**src/rtl/spm_map.vh**
```
// Register map, field positions and reset values of the serial port master.
// Assumes an 8-bit register port with one-cycle strobes and a single clock.
//
// Operation
// - Read flags with tx empty, then write starts.
// - Control one holds eight enable and format bits.
// - Polarity zero gives idle-low serial clock.
// - Phase one puts first edge at transfer start.
// - LSB-first zero shifts most significant bit first.
// - Control two layout; unimplemented and reserved read zero.
// - Fault detect enable zero disables fault detection.
// - Shared output enable zero makes shared pin input.
// - Stop-in-wait zero keeps clocks running in wait.
// - Single-pin mode zero uses separate data pins.
// - Rate register fields; prescale code zero divides one.
// - Rate code zero divides by two.
// - Rate settings apply only as master.
// - Flags bit 7 is receive full; low bits zero.
// - Flags bit 6 is match with compare value.
// - Flags bit 5 is transmit buffer empty.
// - Flags bit 4 reports master mode fault.
// - Compare value is eight bits matched against received.
// - Byte buffer writes transmit, reads receive.
// - Fault cleared by flags read then control one write.
// - Interrupt enables gate their flags onto request.
`ifndef SPM_MAP_VH
`define SPM_MAP_VH

`define SPM_ADDR_W 3
`define SPM_OFF_CTRL1 3'h0
`define SPM_OFF_CTRL2 3'h1
`define SPM_OFF_RATE 3'h2
`define SPM_OFF_FLAGS 3'h3
`define SPM_OFF_CMP 3'h4
`define SPM_OFF_DATA 3'h5

`define SPM_C1_RXIE 7
`define SPM_C1_EN 6
`define SPM_C1_TXIE 5
`define SPM_C1_MASTER_SELECT 4
`define SPM_C1_CLOCK_POLARITY 3
`define SPM_C1_CLOCK_PHASE 2
`define SPM_C1_SELECT_OUTPUT_ENABLE 1
`define SPM_C1_LSBF 0

`define SPM_C2_MIE 7
`define SPM_C2_FDEN 4
`define SPM_C2_BIDOE 3
`define SPM_C2_SWAI 1
`define SPM_C2_SPC 0
`define SPM_C2_MASK 8'h9B

`define SPM_RATE_MASK 8'h7F

`define SPM_S_RXF 7
`define SPM_S_MATCH 6
`define SPM_S_TXE 5
`define SPM_S_FAULT 4

`define SPM_RST_CTRL1 8'h04
`define SPM_RST_CTRL2 8'h00
`define SPM_RST_RATE 8'h00
`define SPM_RST_CMP 8'h00

`define SPM_BITS 8
`define SPM_EDGES 4'hF
`define SPM_TMR_W 20

`endif

```
**src/rtl/spm_unused_guard.v**
```verilog
`default_nettype none
`default_nettype wire

```
**src/rtl/spm_top.v**
```verilog
// Serial port master: register port, rate generator, shifter and flags.
// Assumes all inputs are synchronous to clk; pin enables are resolved outside.
`include "spm_map.vh"
`default_nettype none

module spm_top
(
	// Clock and reset.
	input wire clk,
	input wire sys_rst,
	// Register port.
	input wire [`SPM_ADDR_W-1:0] reg_addr,
	input wire [7:0] reg_wdata,
	input wire reg_wr,
	input wire reg_rd,
	output reg [7:0] reg_rdata,
	// Processor wait state.
	input wire cpu_wait,
	// Serial clock pin.
	output reg serial_clock_pin_o,
	output reg serial_clock_pin_oe,
	// Master data out pin, shared data pin in single-pin mode.
	input wire mosi_i,
	output reg mosi_o,
	output reg mosi_oe,
	// Master data in pin.
	input wire miso_i,
	// Select pin.
	input wire ss_n_i,
	output reg ss_n_o,
	output reg ss_n_oe,
	// Interrupt request.
	output reg irq_q
);

	// Half period of the serial clock in bus cycles, prescale and rate combined.
	function [`SPM_TMR_W-1:0] half_cycles;
		input [2:0] pre;
		input [3:0] rate;
		begin
			half_cycles = ({17'h00000, pre} + 20'h00001) << rate;
		end
	endfunction

	// Next serial bit taken from the transmit shifter.
	function out_bit;
		input [7:0] sh;
		input lsbf;
		begin
			out_bit = lsbf ? sh[0] : sh[7];
		end
	endfunction

	// Register index decode, shared by the write and the read strobes.
	function addr_hit;
		input [`SPM_ADDR_W-1:0] addr;
		input [`SPM_ADDR_W-1:0] offs;
		begin
			addr_hit = (addr == offs);
		end
	endfunction

	reg [7:0] ctrl1_q;
	reg [7:0] ctrl2_q;
	reg [7:0] rate_q;
	reg [7:0] cmp_q;
	reg [7:0] tx_buf_q;
	reg [7:0] rx_buf_q;
	reg tx_full_q;
	reg rx_full_q;
	reg match_q;
	reg fault_q;
	reg arm_tx_q;
	reg arm_rx_q;
	reg arm_flt_q;
	reg busy_q;
	reg fin_q;
	reg [3:0] edge_q;
	reg [`SPM_TMR_W-1:0] tmr_q;
	reg [7:0] tx_sh_q;
	reg [7:0] rx_sh_q;
	reg sclk_q;
	reg sout_q;
	reg done_q;
	reg smp_q;

	wire en = ctrl1_q[`SPM_C1_EN];
	wire master_select = ctrl1_q[`SPM_C1_MASTER_SELECT];
	wire clock_polarity = ctrl1_q[`SPM_C1_CLOCK_POLARITY];
	wire clock_phase = ctrl1_q[`SPM_C1_CLOCK_PHASE];
	wire select_output_enable = ctrl1_q[`SPM_C1_SELECT_OUTPUT_ENABLE];
	wire lsbf = ctrl1_q[`SPM_C1_LSBF];
	wire fden = ctrl2_q[`SPM_C2_FDEN];
	wire spc = ctrl2_q[`SPM_C2_SPC];
	wire bidoe = ctrl2_q[`SPM_C2_BIDOE];
	wire active = en & master_select;
	wire [`SPM_TMR_W-1:0] half = half_cycles(rate_q[6:4], rate_q[3:0]);
	wire [`SPM_TMR_W-1:0] half_m1 = half - 20'h00001;
	// Frozen only when wait mode stops the clocks; otherwise it keeps running.
	wire freeze = ctrl2_q[`SPM_C2_SWAI] & cpu_wait;
	// In single-pin mode the shared pin is both data in and data out.
	wire sin = spc ? mosi_i : miso_i;
	wire fault_evt = active & fden & ~select_output_enable & ~ss_n_i;

	wire wr_c1 = reg_wr & addr_hit(reg_addr, `SPM_OFF_CTRL1);
	wire wr_c2 = reg_wr & addr_hit(reg_addr, `SPM_OFF_CTRL2);
	wire wr_rate = reg_wr & addr_hit(reg_addr, `SPM_OFF_RATE);
	wire wr_cmp = reg_wr & addr_hit(reg_addr, `SPM_OFF_CMP);
	wire wr_data = reg_wr & addr_hit(reg_addr, `SPM_OFF_DATA);
	wire rd_flags = reg_rd & addr_hit(reg_addr, `SPM_OFF_FLAGS);
	wire rd_data = reg_rd & addr_hit(reg_addr, `SPM_OFF_DATA);
	wire start = active & ~freeze & ~busy_q & tx_full_q & ~fault_q;
	wire load_tx = wr_data & arm_tx_q & ~tx_full_q;
	wire rx_take = done_q & ~rx_full_q;

	wire [7:0] flags = {rx_full_q, match_q, ~tx_full_q, fault_q, 4'h0};

	// Configuration registers. A fault forces slave mode and wins over a write.
	always @(posedge clk or posedge sys_rst)
	begin
		if (sys_rst)
		begin
			ctrl1_q <= `SPM_RST_CTRL1;
			ctrl2_q <= `SPM_RST_CTRL2;
			rate_q <= `SPM_RST_RATE;
			cmp_q <= `SPM_RST_CMP;
		end
		else
		begin
			if (wr_c1)
			begin
				ctrl1_q <= reg_wdata;
			end
			if (fault_evt)
			begin
				ctrl1_q[`SPM_C1_MASTER_SELECT] <= 1'b0;
			end
			if (wr_c2)
			begin
				ctrl2_q <= reg_wdata & `SPM_C2_MASK;
			end
			if (wr_rate)
			begin
				rate_q <= reg_wdata & `SPM_RATE_MASK;
			end
			if (wr_cmp)
			begin
				cmp_q <= reg_wdata;
			end
		end
	end

	// Transmit buffer and the read-then-access clearing sequences.
	always @(posedge clk or posedge sys_rst)
	begin
		if (sys_rst)
		begin
			tx_buf_q <= 8'h00;
			tx_full_q <= 1'b0;
			arm_tx_q <= 1'b0;
			arm_rx_q <= 1'b0;
			arm_flt_q <= 1'b0;
		end
		else
		begin
			if (load_tx)
			begin
				tx_buf_q <= reg_wdata;
				tx_full_q <= 1'b1;
			end
			else if (start)
			begin
				tx_full_q <= 1'b0;
			end
			// A flags read arms each clearing sequence whose flag is set. Other accesses in between
			// leave it armed, which keeps the logic small; the matching access of
			// the sequence, or a fresh flags read, is what disarms it.
			if (rd_flags)
			begin
				arm_tx_q <= ~tx_full_q;
			end
			else if (wr_data)
			begin
				arm_tx_q <= 1'b0;
			end
			if (rd_flags)
			begin
				arm_rx_q <= rx_full_q;
			end
			else if (rd_data)
			begin
				arm_rx_q <= 1'b0;
			end
			if (rd_flags)
			begin
				arm_flt_q <= fault_q;
			end
			else if (wr_c1)
			begin
				arm_flt_q <= 1'b0;
			end
		end
	end

	// Receive buffer, match and fault flags; a setting event beats a clear.
	always @(posedge clk or posedge sys_rst)
	begin
		if (sys_rst)
		begin
			rx_buf_q <= 8'h00;
			rx_full_q <= 1'b0;
			match_q <= 1'b0;
			fault_q <= 1'b0;
		end
		else
		begin
			// An unserviced receive buffer drops later bytes.
			if (rx_take)
			begin
				rx_buf_q <= rx_sh_q;
				rx_full_q <= 1'b1;
				match_q <= (rx_sh_q == cmp_q);
			end
			else if (rd_data & arm_rx_q)
			begin
				rx_full_q <= 1'b0;
				match_q <= 1'b0;
			end
			if (fault_evt)
			begin
				fault_q <= 1'b1;
			end
			else if (wr_c1 & arm_flt_q)
			begin
				fault_q <= 1'b0;
			end
		end
	end

	// Shift engine. Edges are numbered 0 to 15; even ones are leading edges.
	// With phase one the first edge comes at once, otherwise half a period later.
	// The pins trail the internal state by one cycle. Input data are therefore
	// taken one cycle after the internal sampling edge, when the pin has shown
	// that edge to the peer; this costs a cycle of latency but keeps the sample
	// half a serial period after the peer has driven the line.
	always @(posedge clk or posedge sys_rst)
	begin
		if (sys_rst)
		begin
			busy_q <= 1'b0;
			fin_q <= 1'b0;
			done_q <= 1'b0;
			edge_q <= 4'h0;
			tmr_q <= {`SPM_TMR_W{1'b0}};
			tx_sh_q <= 8'h00;
			rx_sh_q <= 8'h00;
			sclk_q <= 1'b0;
			sout_q <= 1'b0;
			smp_q <= 1'b0;
		end
		else
		begin
			done_q <= 1'b0;
			smp_q <= 1'b0;
			if (smp_q)
				rx_sh_q <= lsbf ? {sin, rx_sh_q[7:1]} : {rx_sh_q[6:0], sin};
			if (~active | fault_q)
			begin
				busy_q <= 1'b0;
				fin_q <= 1'b0;
				sclk_q <= clock_polarity;
			end
			else if (freeze)
			begin
				busy_q <= busy_q;
			end
			else if (start)
			begin
				busy_q <= 1'b1;
				fin_q <= 1'b0;
				edge_q <= 4'h0;
				sclk_q <= clock_polarity;
				if (clock_phase)
				begin
					tx_sh_q <= tx_buf_q;
					tmr_q <= {`SPM_TMR_W{1'b0}};
				end
				else
				begin
					sout_q <= out_bit(tx_buf_q, lsbf);
					tx_sh_q <= lsbf ? {1'b0, tx_buf_q[7:1]} : {tx_buf_q[6:0], 1'b0};
					tmr_q <= half_m1;
				end
			end
			else if (busy_q)
			begin
				if (tmr_q != {`SPM_TMR_W{1'b0}})
					tmr_q <= tmr_q - 20'h00001;
				else
				begin
					tmr_q <= half_m1;
					if (fin_q)
					begin
						busy_q <= 1'b0;
						fin_q <= 1'b0;
						done_q <= 1'b1;
					end
					else
					begin
						sclk_q <= ~sclk_q;
						if (edge_q[0] ^ clock_phase)
						begin
							sout_q <= out_bit(tx_sh_q, lsbf);
							tx_sh_q <= lsbf ? {1'b0, tx_sh_q[7:1]} : {tx_sh_q[6:0], 1'b0};
						end
						else
							smp_q <= 1'b1;
						if (edge_q == `SPM_EDGES)
							fin_q <= 1'b1;
						edge_q <= edge_q + 4'h1;
					end
				end
			end
		end
	end

	// Pins, read data and interrupt request, all registered.
	always @(posedge clk or posedge sys_rst)
	begin
		if (sys_rst)
		begin
			reg_rdata <= 8'h00;
			serial_clock_pin_o <= 1'b0;
			serial_clock_pin_oe <= 1'b0;
			mosi_o <= 1'b0;
			mosi_oe <= 1'b0;
			ss_n_o <= 1'b1;
			ss_n_oe <= 1'b0;
			irq_q <= 1'b0;
		end
		else
		begin
			serial_clock_pin_o <= sclk_q;
			serial_clock_pin_oe <= active & ~fault_q;
			mosi_o <= sout_q;
			mosi_oe <= active & ~fault_q & (~spc | bidoe);
			ss_n_o <= ~busy_q;
			ss_n_oe <= active & ~fault_q & fden & select_output_enable;
			// The request is a plain level: software acknowledges it only by
			// clearing the flag behind it, by dropping the matching enable, or by clearing the module enable en.
			irq_q <= en & ((ctrl1_q[`SPM_C1_RXIE] & (rx_full_q | fault_q))
				| (ctrl1_q[`SPM_C1_TXIE] & ~tx_full_q)
				| (ctrl2_q[`SPM_C2_MIE] & match_q));
			reg_rdata <= 8'h00;
			if (reg_rd)
			begin
				case (reg_addr)
					`SPM_OFF_CTRL1: reg_rdata <= ctrl1_q;
					`SPM_OFF_CTRL2: reg_rdata <= ctrl2_q;
					`SPM_OFF_RATE: reg_rdata <= rate_q;
					`SPM_OFF_FLAGS: reg_rdata <= flags;
					`SPM_OFF_CMP: reg_rdata <= cmp_q;
					`SPM_OFF_DATA: reg_rdata <= rx_buf_q;
					default: reg_rdata <= 8'h00;
				endcase
			end
		end
	end

endmodule // spm_top

`default_nettype wire

```
**config.mk**
```make
export PLATFORM = sky130hd
export DESIGN_NAME = spm_top
export DESIGN_NICKNAME = d
export VERILOG_FILES = /design/src/rtl/spm_unused_guard.v /design/src/rtl/spm_top.v
export VERILOG_INCLUDE_DIRS = /design/src /design/src/rtl
export SDC_FILE = /design/constraint.sdc
export NUM_CORES = 1
export LEC_CHECK = 0
export ABC_AREA = 1
export BUFFER_PORTS_ARGS = -buffer_cell sky130_fd_sc_hd__buf_2
export CORE_MARGIN = 2
export CORE_UTILIZATION = 38
export DETAILED_ROUTE_END_ITERATION = 10
export GPL_ROUTABILITY_DRIVEN = 0
export GPL_TIMING_DRIVEN = 0
export PLACE_DENSITY = 0.61
export SYNTH_ARGS = -nofsm -noshare
export SYNTH_HDL_FRONTEND = slang
export SYNTH_SLANG_ARGS = --single-unit
```
**constraint.sdc**
```tcl
create_clock -name clk -period 4.4 [get_ports clk]
set_input_delay 0.44 -clock clk [delete_from_list [all_inputs] [get_ports clk]]
set_output_delay 0.44 -clock clk [all_outputs]
set_load 0.005 [all_outputs]
```
==> results.txt <==
----------------------------------------------------
[Logic synthesis]
  Mapped cell area ... ~6500 um2
  Number of instances in the synthesized netlist ... between 800 and 900
  Number of flops mapped to enable cells by yosys ... 0
  Library cells used by synthesis ... between 50 and 60
  Synthesized net count ... 886
  Leading cell types by total area after synthesis ... dfrtp_1 (42%), nand2_1 (11%), o21ai_0 (7.0%)
  Share of the yosys chip area belonging to registers ... between 40% and 50%
  Portion of synthesized cell area occupied by the leading cell type ... between 40% and 50%
  Proportion of register bits with asynchronous set or reset after synthesis ... 100%
  Most frequently used flop master after synthesis ... dfrtp_1
  Mean Syn Cell Area ... roughly 7.6 um2
  Number of warnings issued by yosys ... 0
  Register bit total from synthesis ... approximately 110
  Largest area contributor in the netlist ... dfrtp_1

[Die]
  Die footprint ... 18300 um2
  I/O pin count ... 34
  Core area ... approximately 17000 um2
  Die Y-Extent ... around 140 um
  Starting utilization of the core area ... roughly two fifths
  Count of standard-cell rows ... 47
  Overall die width ... between 100 and 150 um

[CTS]
  Hold-fix buffer count after cts ... 0
  Post-CTS resize count ... 0
  Clock insertion delay at the later pin of the skew report ... 360 ps
  Num CTS Buffers ... 9
  TritonCTS clock tree ... done
  # Post-CTS Setup Buffers ... 0
  Clk slew on worst S/H paths ... around 80 ps
  Maximum number of buffers from clock root to sink ... 2
  CTS sink count ... between 100 and 150
  Clock H-tree levels ... 3
  Clock tree root driver cell ... clkbuf_16

[Critical path]
  Capture point of the worst reg-to-reg path ... tmr_q[10]$_DFFE_PP0P_
  R2r setup slk ... roughly 1800 ps
  Critical path type ... reg -> reg
  Nature of the critical path startpoint ... flip-flop
  Worst Setup EP ... tmr_q[10]$_DFFE_PP0P_
  Critical Path RT ... approximately 4600 ps
  Crit path DAT ... between 2000 and 3000 ps
  Critical path endpoint category ... flip-flop
  Worst reg-to-reg path cell count ... 16
  Origin of the critical flop-to-flop path ... rate_q[4]$_DFFE_PP0P_
  Launch point of the critical path ... rate_q[4]$_DFFE_PP0P_
  Maximum fanout count along the critical path ... 8

[Global routing]
  First-pass GRT wire length ... around 30000 um
  Maximum number of pins on one net before global-route repair ... 96
  Overall Global Routing Usage ... roughly a fifth
  Number of antenna violations at the first check in global routing ... 0
  Sum of overflow across all layers after global routing ... 0
  Via count of the first global-routing pass ... around 5.7k

[Layout]
  Share of the core filled with cells in the final layout ... 43.7%
  Reg area ... between 2000 and 3000 um2
  # diodes ... 0
  Area delta synth->final ... 11.8%
  Filler cell count in the final layout ... 1742
  Layout cell share with drive strength beyond 1 ... between 10% and 20%
  Final Instance Count excl. Fillers ... 1131
  Total area of multi-input combinational cells ... roughly 3200 um2
  Number of nets in the finished design ... 930

[Routing]
  Routed length on met3 ... 799 um
  Routed length on met2 ... between 8000 and 9000 um
  Routed wire length ... between 15000 and 20000 um
  Final ANT Viol Nets ... 0
  Vias after detailed routing ... roughly 6k
  Vias per cell ... ~5.3
  Pre-antenna DRT Iters ... 5
  Top routing layer used ... met4
  Length of routed wiring on met1 ... around 8300 um
  Final routed wire length divided by cell count ... 15.8 um
  DRC marker count from the first detailed-route iteration ... roughly 540
  DRC violations left ... 0

[STA]
  Part of the cycle the worst path needs ... 58.2%
  Count of final setup violators ... 0
  Max-slew headroom at the worst pin ... a little under three fifths
  Actual slew at the worst max-slew pin ... 661 ps
  Maximum clock frequency ... just under 0.4 GHz
  Number of slew-limit violations in the final report ... 0
  Final-report hold violation count ... 1
  Post-layout minimum cycle time ... roughly 2600 ps
  Worst setup skew after layout ... 13.8 ps
  RSZ-0062 raised after global routing ... false
  Final worst hold slack ... -0.570 ps
  Setup TNS after final layout ... 0 ps

[Power and ir drop]
  Peak supply drop ... around 0.26 mV
  Leakage ... ~3.5 nW
  Power density cells ... around 440 nW/um2

[Status]
  Result of the run ... complete, but fails checks
  Failing checks ... hold timing

[Hold path]
  Class of the tightest hold or removal check ... in -> async

[Placement]
  Number of cells after detailed placement ... 1115
  Count of port buffers added during placement ... 32
  Dpl hpwl ... between 10000 and 15000 um

[Run]
  Count of maximum capacitance violations ... 0

----------------------------------------------------
==> logic make-up after synthesis <==
family	after synthesis	synth area share [%]
multiplexers	2	0.326
XOR/XNOR	13	1.74
AND/OR/NAND/NOR	393	27.4
AO/OA/AOI/OAI	198	17.9
adder cells (fa/ha/maj)	5	0.958
flip-flops	112	42.9
buffers and inverters	139	8.70
==> worst max-delay path: stages (launching register included) <==
cell and delay, ps:
dfrtp_1 500, ha_1 380, o21ai_1 180, nor2_1 80
nand2_1 80, nor2_1 60, inv_1 60, ha_1 200
nand2_1 110, nor2_4 100, nand2_2 100, nor2_4 170
nand3_1 90, nand3_1 100, o21ai_0 90, nand2_1 80
o21ai_0 70
==> through the flow <==
step	area (um2)	total power [W]	worst slack [ps]
final	7300	0.00321	1840
after global routing	7300	0.00344	1630
after CTS	7300	0.00322	1820
after detailed placement	7000	0.00237	1830
after global placement	6970	0.00236	-473
after floorplan	6530	0.00210	1000
==> report_power, final <==
part | switching [W] | total (W) | internal [W]
sequential | 0.000160 | 0.00136 | 0.00120
clock | 0.000437 | 0.000846 | 0.000409
combinational | 0.000669 | 0.00100 | 0.000335
==> cells in the mapped netlist, types with 2 or more instances <==
cell / number
nand4_1: 14
nor2_2: 7
nor3_2: 3
o221ai_1: 9
clkbuf_1: 16
dfstp_2: 2
ha_1: 5
nand3_1: 53
xor2_1: 12
clkbuf_4: 3
a31oi_1: 11
o21ai_2: 3
nand2_1: 194
nor2_1: 82
a21oi_2: 2
o21ai_0: 92
dfrtp_1: 110
nor4_1: 5
o21ai_1: 11
nor3_1: 5
o211ai_1: 6
nand3b_1: 2
nand3_2: 5
o31ai_1: 2
nand2_2: 10
a22oi_1: 4
buf_4: 4
nand4_2: 3
o22ai_1: 15
inv_1: 104
a41oi_1: 3
nor2_4: 5
a21oi_1: 26
inv_2: 7
a221oi_1: 9
==> placed cells by master, fill, tap and decap left out, types with 6 or more instances in the layout <==
master	Yosys	routed
xor2_1	12	12
nand2_1	194	194
clkbuf_1	16	16
buf_2	1	33
a221oi_1	9	9
o21ai_0	92	92
nand4_1	14	14
nor2_2	7	7
o221ai_1	9	9
nand3_1	53	53
inv_1	104	103
a21oi_1	26	26
dfrtp_1	110	110
o211ai_1	6	6
a31oi_1	11	11
o22ai_1	15	15
nor2_1	82	82
inv_2	7	7
nand2_2	10	10
o21ai_1	11	11
clkbuf_16	0	9
==> final cells by class <==
class / count / area share [%]
multi-input combinational: 611 / 43.3
sequential: 112 / 38.4
inverter: 113 / 5.89
tap: 220 / 3.77
clock buffer: 9 / 3.08
timing repair buffer: 33 / 2.57
buffer: 26 / 1.95
clock inverter: 7 / 1.08
==> per-layer routing <==
layer | vias up | track usage (%)
met5 | - | 0
met2 | 151 | 33.7
met1 | 2866 | 28.3
met4 | 0 | 5.03
met3 | 15 | 3.45
li1 | 2966 | -
==> how the worst min path moves through the flow <==
stage                            end                from  slack [ps]  cells past startpoint
2_1_floorplan       mosi_o$_DFF_PP0_  sout_q$_DFFE_PP0P_         350                      0
3_3_place_gp        mosi_o$_DFF_PP0_  sout_q$_DFFE_PP0P_         380                      0
3_5_place_dp        mosi_o$_DFF_PP0_  sout_q$_DFFE_PP0P_         380                      0
4_1_cts            ss_n_oe$_DFF_PP0_             sys_rst           8                      2
5_1_grt        tmr_q[10]$_DFFE_PP0P_             sys_rst          10                      2
6_report           mosi_oe$_DFF_PP0_             sys_rst        -0.6                      2
==> state kept, by name, indices dropped and copies added (netlist names), 4 cells and up <==
| name | cells |
|---|---|
| reg_rdata | 8 |
| tx_buf_q | 8 |
| rate_q | 7 |
| cmp_q | 8 |
| edge_q | 4 |
| rx_buf_q | 8 |
| tmr_q | 20 |
| tx_sh_q | 8 |
| ctrl1_q | 8 |
| rx_sh_q | 8 |
| ctrl2_q | 5 |
Power figures use the tool's default switching activity.
